`src/mtsc_pkg.sv`:
```
package mtsc_pkg;
    // timecode rate encodings
    typedef enum logic [2:0] {
        RATE_30 = 3'h0,
        RATE_2997_CONTINUOUS = 3'h1,
        RATE_2997_SKIPPING = 3'h2,
        RATE_25 = 3'h3,
        RATE_24 = 3'h4
    } mtsc_rate_t;

    typedef enum logic [1:0] {
        GEN_OFF = 2'h0,
        GEN_TIMECODE = 2'h1,
        GEN_BEAT_CLOCK = 2'h2,
        GEN_RECORDED_TRACK = 2'h3
    } mtsc_gen_t;

    typedef enum logic [1:0] {
        MMC_OFF = 2'h0,
        MMC_MASTER = 2'h1,
        MMC_SLAVE = 2'h2
    } mtsc_mmc_t;

    // exclusive receive parser, gray along the accepted path
    typedef enum logic [2:0] {
        RX_IDLE = 3'h0,
        RX_HDR = 3'h1,
        RX_ID = 3'h3,
        RX_SUB = 3'h2,
        RX_CMD = 3'h6,
        RX_END = 3'h7
    } mtsc_rx_state_t;

    typedef enum logic [1:0] {
        TX_IDLE = 2'h0,
        TX_SEND = 2'h1
    } mtsc_tx_state_t;

    typedef struct packed {
        logic [4:0] hours;
        logic [5:0] minutes;
        logic [5:0] seconds;
        logic [4:0] frames;
    } mtsc_tc_t;

    typedef struct packed {
        logic valid;
        logic [7:0] data;
    } mtsc_byte_t;

    typedef struct packed {
        logic valid;
        mtsc_tc_t tc;
    } mtsc_tc_msg_t;

    // message bytes
    localparam logic [7:0] BYTE_SYSEX_START = 8'hf0;
    localparam logic [7:0] BYTE_SYSEX_END = 8'hf7;
    localparam logic [7:0] BYTE_QUARTER_FRAME = 8'hf1;
    localparam logic [7:0] BYTE_BEAT_CLOCK = 8'hf8;
    localparam logic [7:0] BYTE_REALTIME_HDR = 8'h7f;
    localparam logic [7:0] BYTE_MMC_COMMAND = 8'h06;
    localparam logic [7:0] BYTE_REALTIME_MIN = 8'hf8;

    // counting limits
    localparam logic [4:0] FRAME_MAX_30 = 5'h1d;
    localparam logic [4:0] FRAME_MAX_25 = 5'h18;
    localparam logic [4:0] FRAME_MAX_24 = 5'h17;
    localparam logic [4:0] FRAME_SKIP_FIRST = 5'h02;
    localparam logic [5:0] SEC_MAX = 6'h3b;
    localparam logic [5:0] MIN_MAX = 6'h3b;
    localparam logic [4:0] HOUR_MAX = 5'h17;
    localparam logic [5:0] MIN_NO_SKIP_STEP = 6'h0a;

    // quarter frame rate codes carried in the last piece
    localparam logic [1:0] QF_CODE_24 = 2'h0;
    localparam logic [1:0] QF_CODE_25 = 2'h1;
    localparam logic [1:0] QF_CODE_SKIP = 2'h2;
    localparam logic [1:0] QF_CODE_30 = 2'h3;

    // timing: clock rate, frame rates as num/den fps, four pieces per frame
    localparam longint CLK_HZ = 100_000_000;
    localparam longint QF_PER_FRAME = 4;
    localparam longint QF_CYC_30 = CLK_HZ / (30 * QF_PER_FRAME);
    localparam longint QF_CYC_2997 = CLK_HZ * 1001 / (30000 * QF_PER_FRAME);
    localparam longint QF_CYC_25 = CLK_HZ / (25 * QF_PER_FRAME);
    localparam longint QF_CYC_24 = CLK_HZ / (24 * QF_PER_FRAME);
    localparam longint TC_LOSS_MS = 100;
    localparam longint TC_LOSS_CYC = CLK_HZ / 1000 * TC_LOSS_MS;
endpackage : mtsc_pkg

```
`src/mtsc_sync_control.sv`:
```
`timescale 1ns/1ps
`default_nettype none
module mtsc_sync_control #(
    parameter int unsigned QF_CYC_30 = int'(mtsc_pkg::QF_CYC_30),
    parameter int unsigned QF_CYC_2997 = int'(mtsc_pkg::QF_CYC_2997),
    parameter int unsigned QF_CYC_25 = int'(mtsc_pkg::QF_CYC_25),
    parameter int unsigned QF_CYC_24 = int'(mtsc_pkg::QF_CYC_24),
    parameter int unsigned TC_LOSS_CYC = int'(mtsc_pkg::TC_LOSS_CYC)
) (
    input wire logic clk_in,
    input wire logic rstn_in,
    input wire mtsc_pkg::mtsc_rate_t timecode_rate_select_in,
    input wire logic sync_source_external_in,
    input wire mtsc_pkg::mtsc_gen_t sync_gen_select_in,
    input wire mtsc_pkg::mtsc_mmc_t mmc_mode_in,
    input wire logic [5:0] unit_identifier_in,
    input wire logic exclusive_receive_switch_in,
    input wire logic exclusive_transmit_switch_in,
    input wire logic out_port_echo_select_in,
    input wire logic play_condition_in,
    input wire logic local_play_in,
    input wire logic local_cmd_valid_in,
    input wire logic [7:0] local_cmd_in,
    input wire logic beat_tick_in,
    input wire mtsc_pkg::mtsc_byte_t recorded_beat_track_in,
    output logic recorded_beat_track_ready_out,
    input wire mtsc_pkg::mtsc_byte_t internal_msg_in,
    output logic internal_msg_ready_out,
    input wire mtsc_pkg::mtsc_tc_msg_t received_timecode_in,
    input wire mtsc_pkg::mtsc_byte_t midi_rx_in,
    input wire logic midi_tx_ready_in,
    output mtsc_pkg::mtsc_byte_t midi_tx_out,
    output mtsc_pkg::mtsc_tc_t timecode_out,
    output logic transport_run_out,
    output logic mmc_cmd_valid_out,
    output logic [7:0] mmc_cmd_out
);
    localparam int unsigned LOSS_W = $clog2(TC_LOSS_CYC + 1);

    mtsc_pkg::mtsc_byte_t tx;
    mtsc_pkg::mtsc_rx_state_t rx_state;
    mtsc_pkg::mtsc_tx_state_t tx_state;
    logic echo_sel;
    logic [31:0] qf_cnt;
    logic [31:0] qf_reload;
    logic [1:0] qf_phase;
    logic [2:0] piece;
    logic [LOSS_W-1:0] loss_cnt;
    logic beat_pend;
    logic qf_pend;
    logic mmc_pend;
    logic [7:0] mmc_cmd_hold;
    logic [7:0] rest [0:4];
    logic [2:0] rest_len;
    logic [2:0] rest_idx;
    logic [7:0] cmd_latch;
    mtsc_pkg::mtsc_tc_t tc;

    // the echo setting is sampled so a reset always restores the out function
    always_ff @(posedge clk_in or negedge rstn_in) begin
        if (!rstn_in) begin
            echo_sel <= 1'b0;
        end else begin
            echo_sel <= out_port_echo_select_in;
        end
    end

    wire ext_sync = sync_source_external_in;
    wire tc_alive = (loss_cnt != '0);
    wire int_run = !ext_sync && local_play_in;
    wire qf_tick = int_run && (qf_cnt == 32'h0);
    wire frame_tick = qf_tick && (qf_phase == 2'h3);
    wire tc_load = ext_sync && received_timecode_in.valid;
    wire [7:0] id_byte = {2'b00, unit_identifier_in - 6'h01};
    wire mmc_tx_ok = (mmc_mode_in == mtsc_pkg::MMC_MASTER) && exclusive_transmit_switch_in
                     && !echo_sel;
    wire rx_ok = exclusive_receive_switch_in && play_condition_in
                 && (mmc_mode_in == mtsc_pkg::MMC_SLAVE);
    wire rx_v = midi_rx_in.valid;
    wire [7:0] rx_d = midi_rx_in.data;
    wire rx_status = rx_d[7] && (rx_d < mtsc_pkg::BYTE_REALTIME_MIN);

    assign qf_reload = (timecode_rate_select_in == mtsc_pkg::RATE_25) ? QF_CYC_25 - 32'h1 :
                       (timecode_rate_select_in == mtsc_pkg::RATE_24) ? QF_CYC_24 - 32'h1 :
                       (timecode_rate_select_in == mtsc_pkg::RATE_30) ? QF_CYC_30 - 32'h1 :
                       QF_CYC_2997 - 32'h1;

    // internal time base; received timecode cannot disturb it
    always_ff @(posedge clk_in or negedge rstn_in) begin
        if (!rstn_in) begin
            qf_cnt <= 32'h0;
            qf_phase <= 2'h0;
        end else if (!int_run) begin
            qf_cnt <= qf_reload;
        end else begin
            qf_cnt <= qf_tick ? qf_reload : qf_cnt - 32'h1;
            qf_phase <= qf_tick ? qf_phase + 2'h1 : qf_phase;
        end
    end

    // loss watchdog: under external sync the transport halts once timecode stops arriving
    always_ff @(posedge clk_in or negedge rstn_in) begin
        if (!rstn_in) begin
            loss_cnt <= '0;
        end else if (received_timecode_in.valid) begin
            loss_cnt <= LOSS_W'(TC_LOSS_CYC);
        end else if (tc_alive) begin
            loss_cnt <= loss_cnt - LOSS_W'(1);
        end
    end

    assign transport_run_out = ext_sync ? tc_alive : local_play_in;

    mtsc_frame_counter u_counter (
        .clk_in(clk_in),
        .rstn_in(rstn_in),
        .advance_in(frame_tick),
        .load_in(tc_load),
        .load_value_in(received_timecode_in.tc),
        .rate_in(timecode_rate_select_in),
        .tc_out(tc)
    );
    assign timecode_out = tc;

    // quarter frame piece contents
    wire [1:0] rate_code = (timecode_rate_select_in == mtsc_pkg::RATE_24) ? mtsc_pkg::QF_CODE_24 :
                           (timecode_rate_select_in == mtsc_pkg::RATE_25) ? mtsc_pkg::QF_CODE_25 :
                           (timecode_rate_select_in == mtsc_pkg::RATE_2997_SKIPPING) ?
                           mtsc_pkg::QF_CODE_SKIP : mtsc_pkg::QF_CODE_30;
    logic [3:0] nib;
    always_comb begin
        case (piece)
            3'h0: nib = tc.frames[3:0];
            3'h1: nib = {3'h0, tc.frames[4]};
            3'h2: nib = tc.seconds[3:0];
            3'h3: nib = {2'h0, tc.seconds[5:4]};
            3'h4: nib = tc.minutes[3:0];
            3'h5: nib = {2'h0, tc.minutes[5:4]};
            3'h6: nib = tc.hours[3:0];
            default: nib = {1'b0, rate_code, tc.hours[4]};
        endcase
    end

    // transmit source selection, fixed priority, out function only
    wire can_load = !tx.valid || midi_tx_ready_in;
    wire pick = !echo_sel && can_load && (tx_state == mtsc_pkg::TX_IDLE);
    wire sel_beat = pick && beat_pend;
    wire sel_track = pick && !beat_pend && recorded_beat_track_in.valid
                     && (sync_gen_select_in == mtsc_pkg::GEN_RECORDED_TRACK);
    wire sel_qf = pick && !beat_pend && !sel_track && qf_pend;
    // a setting dropped while a message waits must stop it going out
    wire sel_mmc = pick && !beat_pend && !sel_track && !qf_pend && mmc_pend && mmc_tx_ok;
    wire sel_int = pick && !beat_pend && !sel_track && !qf_pend && !mmc_pend
                   && internal_msg_in.valid;
    wire send_rest = !echo_sel && can_load && (tx_state == mtsc_pkg::TX_SEND);
    assign recorded_beat_track_ready_out = sel_track;
    assign internal_msg_ready_out = sel_int;

    wire beat_ev = beat_tick_in && (sync_gen_select_in == mtsc_pkg::GEN_BEAT_CLOCK);
    wire qf_ev = qf_tick && (sync_gen_select_in == mtsc_pkg::GEN_TIMECODE);
    wire mmc_ev = local_cmd_valid_in && mmc_tx_ok;

    // a new event in the cycle its flag is taken keeps the flag set
    always_ff @(posedge clk_in or negedge rstn_in) begin
        if (!rstn_in) begin
            beat_pend <= 1'b0;
            qf_pend <= 1'b0;
            mmc_pend <= 1'b0;
            mmc_cmd_hold <= 8'h00;
        end else begin
            beat_pend <= (beat_pend && !sel_beat) || beat_ev;
            qf_pend <= (qf_pend && !sel_qf) || qf_ev;
            mmc_pend <= ((mmc_pend && !sel_mmc) || mmc_ev) && mmc_tx_ok;
            mmc_cmd_hold <= mmc_ev ? local_cmd_in : mmc_cmd_hold;
        end
    end

    always_ff @(posedge clk_in or negedge rstn_in) begin
        if (!rstn_in) begin
            tx <= '0;
            tx_state <= mtsc_pkg::TX_IDLE;
            rest_len <= 3'h0;
            rest_idx <= 3'h0;
            piece <= 3'h0;
            for (int i = 0; i < 5; i++) begin
                rest[i] <= 8'h00;
            end
        end else if (echo_sel) begin
            tx <= rx_v ? midi_rx_in : '0;
            tx_state <= mtsc_pkg::TX_IDLE;
        end else if (send_rest) begin
            tx <= '{valid: 1'b1, data: rest[rest_idx]};
            rest_idx <= rest_idx + 3'h1;
            tx_state <= (rest_idx + 3'h1 == rest_len) ? mtsc_pkg::TX_IDLE : mtsc_pkg::TX_SEND;
        end else if (sel_beat) begin
            tx <= '{valid: 1'b1, data: mtsc_pkg::BYTE_BEAT_CLOCK};
        end else if (sel_track) begin
            tx <= recorded_beat_track_in;
        end else if (sel_qf) begin
            tx <= '{valid: 1'b1, data: mtsc_pkg::BYTE_QUARTER_FRAME};
            rest[0] <= {1'b0, piece, nib};
            rest_len <= 3'h1;
            rest_idx <= 3'h0;
            piece <= piece + 3'h1;
            tx_state <= mtsc_pkg::TX_SEND;
        end else if (sel_mmc) begin
            tx <= '{valid: 1'b1, data: mtsc_pkg::BYTE_SYSEX_START};
            rest[0] <= mtsc_pkg::BYTE_REALTIME_HDR;
            rest[1] <= id_byte;
            rest[2] <= mtsc_pkg::BYTE_MMC_COMMAND;
            rest[3] <= mmc_cmd_hold;
            rest[4] <= mtsc_pkg::BYTE_SYSEX_END;
            rest_len <= 3'h5;
            rest_idx <= 3'h0;
            tx_state <= mtsc_pkg::TX_SEND;
        end else if (sel_int) begin
            tx <= internal_msg_in;
        end else if (midi_tx_ready_in) begin
            tx.valid <= 1'b0;
        end
    end
    assign midi_tx_out = tx;

    // receive parser; real-time bytes may interleave and are stepped over
    always_ff @(posedge clk_in or negedge rstn_in) begin
        if (!rstn_in) begin
            rx_state <= mtsc_pkg::RX_IDLE;
            cmd_latch <= 8'h00;
            mmc_cmd_valid_out <= 1'b0;
            mmc_cmd_out <= 8'h00;
        end else begin
            mmc_cmd_valid_out <= 1'b0;
            if (rx_v && rx_d < mtsc_pkg::BYTE_REALTIME_MIN) begin
                case (rx_state)
                    mtsc_pkg::RX_IDLE: rx_state <= (rx_d == mtsc_pkg::BYTE_SYSEX_START && rx_ok) ?
                        mtsc_pkg::RX_HDR : mtsc_pkg::RX_IDLE;
                    mtsc_pkg::RX_HDR: rx_state <= (rx_d == mtsc_pkg::BYTE_REALTIME_HDR) ?
                        mtsc_pkg::RX_ID : mtsc_pkg::RX_IDLE;
                    mtsc_pkg::RX_ID: rx_state <= (rx_d == id_byte) ?
                        mtsc_pkg::RX_SUB : mtsc_pkg::RX_IDLE;
                    mtsc_pkg::RX_SUB: rx_state <= (rx_d == mtsc_pkg::BYTE_MMC_COMMAND) ?
                        mtsc_pkg::RX_CMD : mtsc_pkg::RX_IDLE;
                    mtsc_pkg::RX_CMD: begin
                        cmd_latch <= rx_d;
                        rx_state <= rx_status ? mtsc_pkg::RX_IDLE : mtsc_pkg::RX_END;
                    end
                    mtsc_pkg::RX_END: begin
                        if (rx_d == mtsc_pkg::BYTE_SYSEX_END && rx_ok) begin
                            mmc_cmd_valid_out <= 1'b1;
                            mmc_cmd_out <= cmd_latch;
                        end
                        rx_state <= mtsc_pkg::RX_IDLE;
                    end
                    default: rx_state <= mtsc_pkg::RX_IDLE;
                endcase
            end
        end
    end
endmodule : mtsc_sync_control
`default_nettype wire

```
`src/mtsc_frame_counter.sv`:
```
`timescale 1ns/1ps
`default_nettype none
module mtsc_frame_counter (
    input wire logic clk_in,
    input wire logic rstn_in,
    input wire logic advance_in,
    input wire logic load_in,
    input wire mtsc_pkg::mtsc_tc_t load_value_in,
    input wire mtsc_pkg::mtsc_rate_t rate_in,
    output mtsc_pkg::mtsc_tc_t tc_out
);
    mtsc_pkg::mtsc_tc_t tc;
    mtsc_pkg::mtsc_tc_t next_tc;
    logic [4:0] frame_max;
    logic skip_rate;
    logic frame_wrap;
    logic sec_wrap;
    logic min_wrap;
    logic [5:0] next_min;
    logic skip_minute;

    assign frame_max = (rate_in == mtsc_pkg::RATE_25) ? mtsc_pkg::FRAME_MAX_25 :
                       (rate_in == mtsc_pkg::RATE_24) ? mtsc_pkg::FRAME_MAX_24 :
                       mtsc_pkg::FRAME_MAX_30;
    assign skip_rate = (rate_in == mtsc_pkg::RATE_2997_SKIPPING);
    assign frame_wrap = (tc.frames >= frame_max);
    assign sec_wrap = frame_wrap && (tc.seconds >= mtsc_pkg::SEC_MAX);
    assign min_wrap = sec_wrap && (tc.minutes >= mtsc_pkg::MIN_MAX);
    assign next_min = min_wrap ? 6'h00 : tc.minutes + 6'h01;
    // tens of minutes keep frames zero and one
    assign skip_minute = skip_rate && ((next_min % mtsc_pkg::MIN_NO_SKIP_STEP) != 6'h00);

    always_comb begin
        next_tc = tc;
        if (load_in) begin
            next_tc = load_value_in;
        end else if (advance_in) begin
            next_tc.frames = frame_wrap ? 5'h00 : tc.frames + 5'h01;
            if (frame_wrap) begin
                next_tc.seconds = sec_wrap ? 6'h00 : tc.seconds + 6'h01;
            end
            if (sec_wrap) begin
                next_tc.minutes = next_min;
                next_tc.frames = skip_minute ? mtsc_pkg::FRAME_SKIP_FIRST : 5'h00;
            end
            if (min_wrap) begin
                next_tc.hours = (tc.hours >= mtsc_pkg::HOUR_MAX) ? 5'h00 : tc.hours + 5'h01;
            end
        end
    end

    always_ff @(posedge clk_in or negedge rstn_in) begin
        if (!rstn_in) begin
            tc <= '0;
        end else begin
            tc <= next_tc;
        end
    end

    assign tc_out = tc;
endmodule : mtsc_frame_counter
`default_nettype wire

```
`config.mk`:
```
export PLATFORM = sky130hd
export DESIGN_NAME = mtsc_sync_control
export DESIGN_NICKNAME = d
export VERILOG_FILES = /design/src/mtsc_pkg.sv /design/src/mtsc_sync_control.sv /design/src/mtsc_frame_counter.sv
export SDC_FILE = /design/constraint.sdc
export NUM_CORES = 1
export LEC_CHECK = 0
export BUFFER_PORTS_ARGS = -buffer_cell sky130_fd_sc_hd__buf_2
export CORE_MARGIN = 8
export CORE_UTILIZATION = 30
export CTS_BUF_LIST = sky130_fd_sc_hd__clkbuf_4
export DETAILED_ROUTE_END_ITERATION = 10
export SLEW_MARGIN = 20
export SYNTH_ARGS = -nofsm -noshare
export SYNTH_HDL_FRONTEND = slang
export SYNTH_HIERARCHICAL = 1
export SYNTH_SLANG_ARGS = --single-unit
```
`constraint.sdc`:
```
create_clock -name clk_in -period 3.55 [get_ports clk_in]
set_input_delay 0.71 -clock clk_in [delete_from_list [all_inputs] [get_ports clk_in]]
set_output_delay 0.71 -clock clk_in [all_outputs]
set_load 0.1 [all_outputs]
```
* Word level (Yosys, flattened, before mapping)
Index checks and enable logic that the tools add are counted.
Storage, ports and cells: logic and storage cells 222, bits in registers 156, bits of input ports 82, output and inout bits 43
Operators by class: reductions and logical operators 78, equal/unequal tests 31, muxes and demuxes 63, add/sub/neg operators 10, order comparisons 6, bitwise logic cells 6, divide/modulo/power cells 1
Operators by type and width (number):
- 32-bit two-way mux | 2
- 9-bit two-way mux | 7
- 24-bit two-way mux | 2
- 22-bit two-way mux | 2
- 40-bit two-way mux | 1
- 1-bit logical AND | 36
- 18-bit two-way mux | 2
- 32-bit zero test | 1
- 8-bit two-way mux | 4
- 32-bit by 1-bit subtractor with 32-bit output, second input constant | 1
- 4-bit case mux with 7 select lines | 1
- 3-bit two-way mux | 9
- 5-bit two-way mux | 5
- 8-bit binary-select mux with 3-bit select | 1
- 6-bit two-way mux | 4
- 24-bit nonzero test | 1
- 24-bit by 1-bit subtractor with 24-bit output, second input constant | 1
- 2-bit two-way mux | 11
- 3-bit by 2-bit equality test with 1-bit output, second input constant | 6
- 3-bit equality test, second input constant | 6
- 8-bit equality test, second input constant | 2
- 3-bit case mux with 5 select lines | 1
- 6-bit by 1-bit adder with 6-bit output, second input constant | 2
- 6-bit greater-or-equal comparator, second input constant | 2
- other kinds (38) | 85

* Longest topological paths before layout
word-level depth 19, gate-level depth with buffers 20, gate-level depth less buffers 19

* Modules after synthesis
The synthesis kept the hierarchy.
Modules (own cells, without submodules):
- mtsc_sync_control | times used 1, seq. area each 3253.1 µm², area each 6962.9 µm², cells each 710
- mtsc_frame_counter | times used 1, seq. area each 550.5 µm², area each 2112.0 µm², cells each 263

* Worst setup path after synthesis
No wires, ideal clock.
path type reg2reg, start register tx (netlist bit midi_tx_out[8]), end register tx (netlist bit midi_tx_out[0]), stages on the path, launching flop included 5, slack -1.772 ns, data required time 3.461 ns, arrival time 5.233 ns, path through dfrtp_1 nor2b_1 nor4_1 a222oi_1 a31oi_1
Between the ends: word-level cells in the longest chain between the ends 18
Ends and longest elaborated chain:
- from (decl) | line mtsc_sync_control.sv:40 | mtsc_pkg::mtsc_byte_t tx;
- from (signal assigned) | line mtsc_sync_control.sv:189 | tx <= rx_v ? midi_rx_in : '0;
- from (signal assigned) | line mtsc_sync_control.sv:192 | tx <= '{valid: 1'b1, data: rest[rest_idx]};
- from (signal assigned) | line mtsc_sync_control.sv:196 | tx <= '{valid: 1'b1, data: mtsc_pkg::BYTE_BEAT_CLOCK};
- 1-bit zero test * | line mtsc_sync_control.sv:145 | wire can_load = !tx.valid || midi_tx_ready_in;
- 1-bit logical OR * | line mtsc_sync_control.sv:145
- 1-bit logical AND * (2 in a row) | line mtsc_sync_control.sv:146 | wire pick = !echo_sel && can_load && (tx_state == mtsc_pkg::TX_IDLE);
- 1-bit logical AND * (2 in a row) | line mtsc_sync_control.sv:148 | wire sel_track = pick && !beat_pend && recorded_beat_track_in.valid
- 1-bit logical AND * | line mtsc_sync_control.sv:149 | && (sync_gen_select_in == mtsc_pkg::GEN_RECORDED_TRACK);
- via recorded_beat_track_ready_out | line mtsc_sync_control.sv:26 | output logic recorded_beat_track_ready_out,
- 1-bit zero test | line mtsc_sync_control.sv:150, mtsc_sync_control.sv:152, mtsc_sync_control.sv:153
- 1-bit logical AND | line mtsc_sync_control.sv:150, mtsc_sync_control.sv:152, mtsc_sync_control.sv:153
- 1-bit logical AND | line mtsc_sync_control.sv:152, mtsc_sync_control.sv:153
- 1-bit logical AND (2 in a row) | line mtsc_sync_control.sv:152 | wire sel_mmc = pick && !beat_pend && !sel_track && !qf_pend && mmc_pend && mmc_tx_ok;
- 9-bit two-way mux | line mtsc_sync_control.sv:206 | end else if (sel_mmc) begin
- 9-bit two-way mux | line mtsc_sync_control.sv:199 | end else if (sel_qf) begin
- 9-bit two-way mux | line mtsc_sync_control.sv:197 | end else if (sel_track) begin
- 9-bit two-way mux | line mtsc_sync_control.sv:195 | end else if (sel_beat) begin
- 9-bit two-way mux | line mtsc_sync_control.sv:191 | end else if (send_rest) begin
- 9-bit two-way mux | line mtsc_sync_control.sv:188 | end else if (echo_sel) begin
The timed path passes the listed nets; every way through them passes the cells marked *. A chain may end at the register's enable or synchronous reset.

* Worst setup path after layout
start input timecode_rate_select_in[2], end register, netlist name u_counter/tc_out[1]
Between the ends: word-level cells in the longest chain between the ends 14
Ends and longest elaborated chain:
- from (decl) | line mtsc_sync_control.sv:12 | input wire mtsc_pkg::mtsc_rate_t timecode_rate_select_in,
- 3-bit equality test | line mtsc_frame_counter.sv:23 | (rate_in == mtsc_pkg::RATE_24) ? mtsc_pkg::FRAME_MAX_24 :
- 4-bit two-way mux | line mtsc_frame_counter.sv:23
- 5-bit two-way mux | line mtsc_frame_counter.sv:22 | assign frame_max = (rate_in == mtsc_pkg::RATE_25) ? mtsc_pkg::FRAME_MAX_25 :
- 5-bit greater-or-equal comparator | line mtsc_frame_counter.sv:26 | assign frame_wrap = (tc.frames >= frame_max);
- 1-bit logical AND | line mtsc_frame_counter.sv:27 | assign sec_wrap = frame_wrap && (tc.seconds >= mtsc_pkg::SEC_MAX);
- 1-bit logical AND | line mtsc_frame_counter.sv:28 | assign min_wrap = sec_wrap && (tc.minutes >= mtsc_pkg::MIN_MAX);
- 6-bit two-way mux | line mtsc_frame_counter.sv:29 | assign next_min = min_wrap ? 6'h00 : tc.minutes + 6'h01;
- 6-bit by 4-bit modulo with 6-bit output | line mtsc_frame_counter.sv:31 | assign skip_minute = skip_rate && ((next_min % mtsc_pkg::MIN_NO_SKIP_STEP) != 6'h00);
- 6-bit nonzero test | line mtsc_frame_counter.sv:31
- 1-bit logical AND | line mtsc_frame_counter.sv:31
- 2-bit two-way mux | line mtsc_frame_counter.sv:44 | next_tc.frames = skip_minute ? mtsc_pkg::FRAME_SKIP_FIRST : 5'h00;
- 5-bit two-way mux * | line mtsc_frame_counter.sv:42 | if (sec_wrap) begin
- 22-bit two-way mux * | line mtsc_frame_counter.sv:37 | end else if (advance_in) begin
- 22-bit two-way mux * | line mtsc_frame_counter.sv:35 | if (load_in) begin
Every way passes the cells marked *; elsewhere a longest branch is shown, timed or not. The select of a mux whose other input is x is not followed.

==> flow_summary.ini <==
[clock_tree]
cts_buffers = 17
cts_buffer_depth = 2
clockRootBuffer = clkbuf_4
clk_pin_slew_ns = 0.13
htree_levels = 4
clk_latency_ns = 0.59
cts_tree = built
cts_sinks = 152
cts_hold_buf = 0

[timing]
worst_slew_pin_slew_ns = 0.711
tns_ns = 0
final-max-slew-violation-count = 0
finalSetupViolCount = 0
fmax_mhz = 287
rsz0062_at_grt = true
hold_viol = 0
slew_headroom_pct = 52.6
timing.final.crit_period_ns = 3.49
skew_ns = 0.0234
finalCritPeriodShare_pct = 98.3

[route]
viasPerCell = 5.27
dr.pass1.iters = 5
drt_wl_total_um = 25500
route.detailed.drc = 0
wl_per_cell_um = 16.7
drt_iter0_drc = 508
ant_nets = 0
vias = 8057

[finish]
area_growth_pct = 19.2
mostFrequentLayoutCells = dfrtp_1, buf_2, nand2_1
drive_above_1_share_pct = 25.8
finalInstanceArea_sq_mm = 0.0108
mostFrequentLayoutCell = dfrtp_1
nets = 1228

[global_route]
grt_start_max_net_pins = 71
grt_pass1_wl_um = 42200
antenna_found_initial = 1
gr-usage-all-layers_pct = 14.3
grt_pass1_vias = 8136
grt.overflow.total = 0

[placed_design]
portBuffers = 124
place_congestion = 0.915
dp_hpwl_um = 19000
placed_area_sq_mm = 0.0105

[logic_synthesis]
synth-edff-count = 0
synthesis.area_sq_mm = 0.00907
syn_area_per_cell_sq_um = 9.33
syn_inst = 973
synth_flop_cell = dfrtp_1
ys_types = 92
yosys_warnings = 6
synth_nets = 1076
ys_seq_area_share_pct = 41.9
ys_ff_latch = 152
synthArstFlopShare_pct = 100

[setup_path]
cp_max_fo = 5
end_kind = register
reg2reg_slack_ns = 0.07
critPathLaunch = timecode_rate_select_in[2]
crit_end = u_counter/tc_out[1]
r2r-start = u_counter/tc_out[0]
required_ns = 4.01
reg2reg_depth = 15
rr_endpoint = u_counter/tc_out[1]
crit_type = input port to register
crit_arrival_ns = 3.95
startpoint_type = input port

[floorplan]
die_width_um = 190
die_area_sq_mm = 0.0361
coreArea_sq_mm = 0.0297
rows = 63
ioPinCount = 125
fp.dieH_um = 190
start_util_pct = 30.5

[power]
peakVddDrop_mv = 0.382
leakage_nw = 4.64
p_per_area_mw_per_mm2 = 538
power.total_mw = 5.82

[hold_path]
hold_class = input port to async pin

[job]
max-cap-violations = 0

[run_status]
status = finished, final reports clean
flip-flops by register name, summed over array words and instances, names as in the netlist:
signal and flops:
loss_cnt 24, rx_state 3, u_counter/tc_out 22, rest_len 2, mmc_cmd_out 8, qf_phase 2
piece 3, mmc_pend 1, echo_sel 1, qf_pend 1, mmc_cmd_valid_out 1, mmc_cmd_hold 8
rest 22, rest_idx 3, cmd_latch 8, beat_pend 1, qf_cnt 32, midi_tx_out 9
tx_state 1
per-layer routing:
layer,vias up,track usage [%],part of all wire (%)
met5,-,0,0
met1,3938,17.9,45
met3,40,2.87,3.7
li1,3909,-,-
met4,0,5.14,2.1
met2,170,23.9,49
layout make-up:
type	instances	area (sq um)
clock buffer	19	143
multi-input combinational	741	5040
inverter	37	141
clock inverter	13	130
tap	390	488
timing repair buffer	176	1050
fill	2970	18900
sequential	152	3820
antenna	1	2.50
power by group:
| part | internal (mW) | leakage (nW) | switching [mW] |
|---|---|---|---|
| sequential | 1.90 | 1.89 | 0.187 |
| clock | 0.427 | 0.141 | 0.665 |
| combinational | 0.964 | 2.61 | 1.68 |
| total | 3.29 | 4.64 | 2.54 |
cell families after synthesis:
logic type                 Yosys count  share of synthesized area [%]
muxes                               56                           6.73
xor gates and xnor gates            54                           5.53
buffers and inverters               80                           3.71
AOI/OAI and AO/OA                  236                           17.9
DFF                                152                           41.9
adders and majority gates           21                           2.90
and+or+nand+nor                    374                           21.4
worst min-delay path by stage:
stage / from / end / slack, ns / depth (start not counted)
detailed placement: mmc_cmd_hold[7] / rest[15] / 0.46 / 2
global route: rstn_in / cmd_latch[7] / 0.006 / 1
floorplan: rstn_in / beat_pend / 0.41 / 0
finish: rstn_in / mmc_cmd_out[7] / 0.02 / 1
CTS: rstn_in / mmc_cmd_out[7] / 0.002 / 1
global placement: mmc_cmd_hold[7] / rest[15] / 0.45 / 2
metrics by stage:
stage / std cells / hold slack, ns / worst slack [ns] / utilization, %
2_1_floorplan: 973 / 0.414 / -0.282 / -
3_3_place_gp: 1493 / 0.454 / -0.433 / 35.2
3_5_place_dp: 1493 / 0.459 / -0.566 / 35.2
4_1_cts: 1525 / 0.00208 / 0.0212 / 36.1
5_1_grt: 1529 / 0.00552 / -0.119 / 36.4
6_report: 1529 / 0.0189 / 0.0607 / 36.4
synth_stat cells (6+ instances only):
cell type | instances | share of area [%]
nand2b_1 | 17 | 1.2
clkbuf_1 | 28 | 1.2
nor3b_1 | 7 | 0.58
buf_2 | 8 | 0.44
dfrtp_1 | 152 | 42
or4_1 | 12 | 0.99
and2_1 | 12 | 0.83
mux2i_1 | 16 | 1.8
nor4_1 | 13 | 0.90
a311oi_1 | 6 | 0.58
xor2_1 | 16 | 1.5
nand3_1 | 29 | 1.6
and3_1 | 8 | 0.55
o31ai_1 | 10 | 0.83
mux2_2 | 38 | 4.7
nor2_1 | 78 | 3.2
o211ai_1 | 10 | 0.83
or3_1 | 14 | 0.97
ha_1 | 21 | 2.9
nor2b_1 | 8 | 0.55
a211oi_1 | 6 | 0.50
a31oi_1 | 18 | 1.2
inv_1 | 34 | 1.4
or2_2 | 6 | 0.41
nand2_1 | 102 | 4.2
o21ai_0 | 46 | 2.5
a21oi_1 | 48 | 2.6
nand4_1 | 7 | 0.48
nor3_1 | 31 | 1.7
o2111ai_1 | 7 | 0.68
xnor2_1 | 35 | 3.4
a22oi_1 | 12 | 0.99
worst max-delay path, cell delays in order:
cell      delay, ns
buf_2          0.11
nand3b_1       0.22
ha_4           0.27
nand2b_4       0.13
a2111o_1       0.42
and3_4         0.20
nand2_4        0.10
nand2_4        0.07
ha_4           0.28
and2_1         0.18
a221oi_1       0.28
o211a_1        0.26
xnor2_1        0.09
o311a_1        0.36
a311oi_2       0.19
a31oi_1        0.11
repair_timing:
item / in CTS / in global routing
pin swaps: 1 / 12
resized for setup: 2 / 10
buffers inserted: 0 / 2
endpoints found under the setup margin: 1 / 2
No activity file was read; power rests on OpenSTA's default activity.
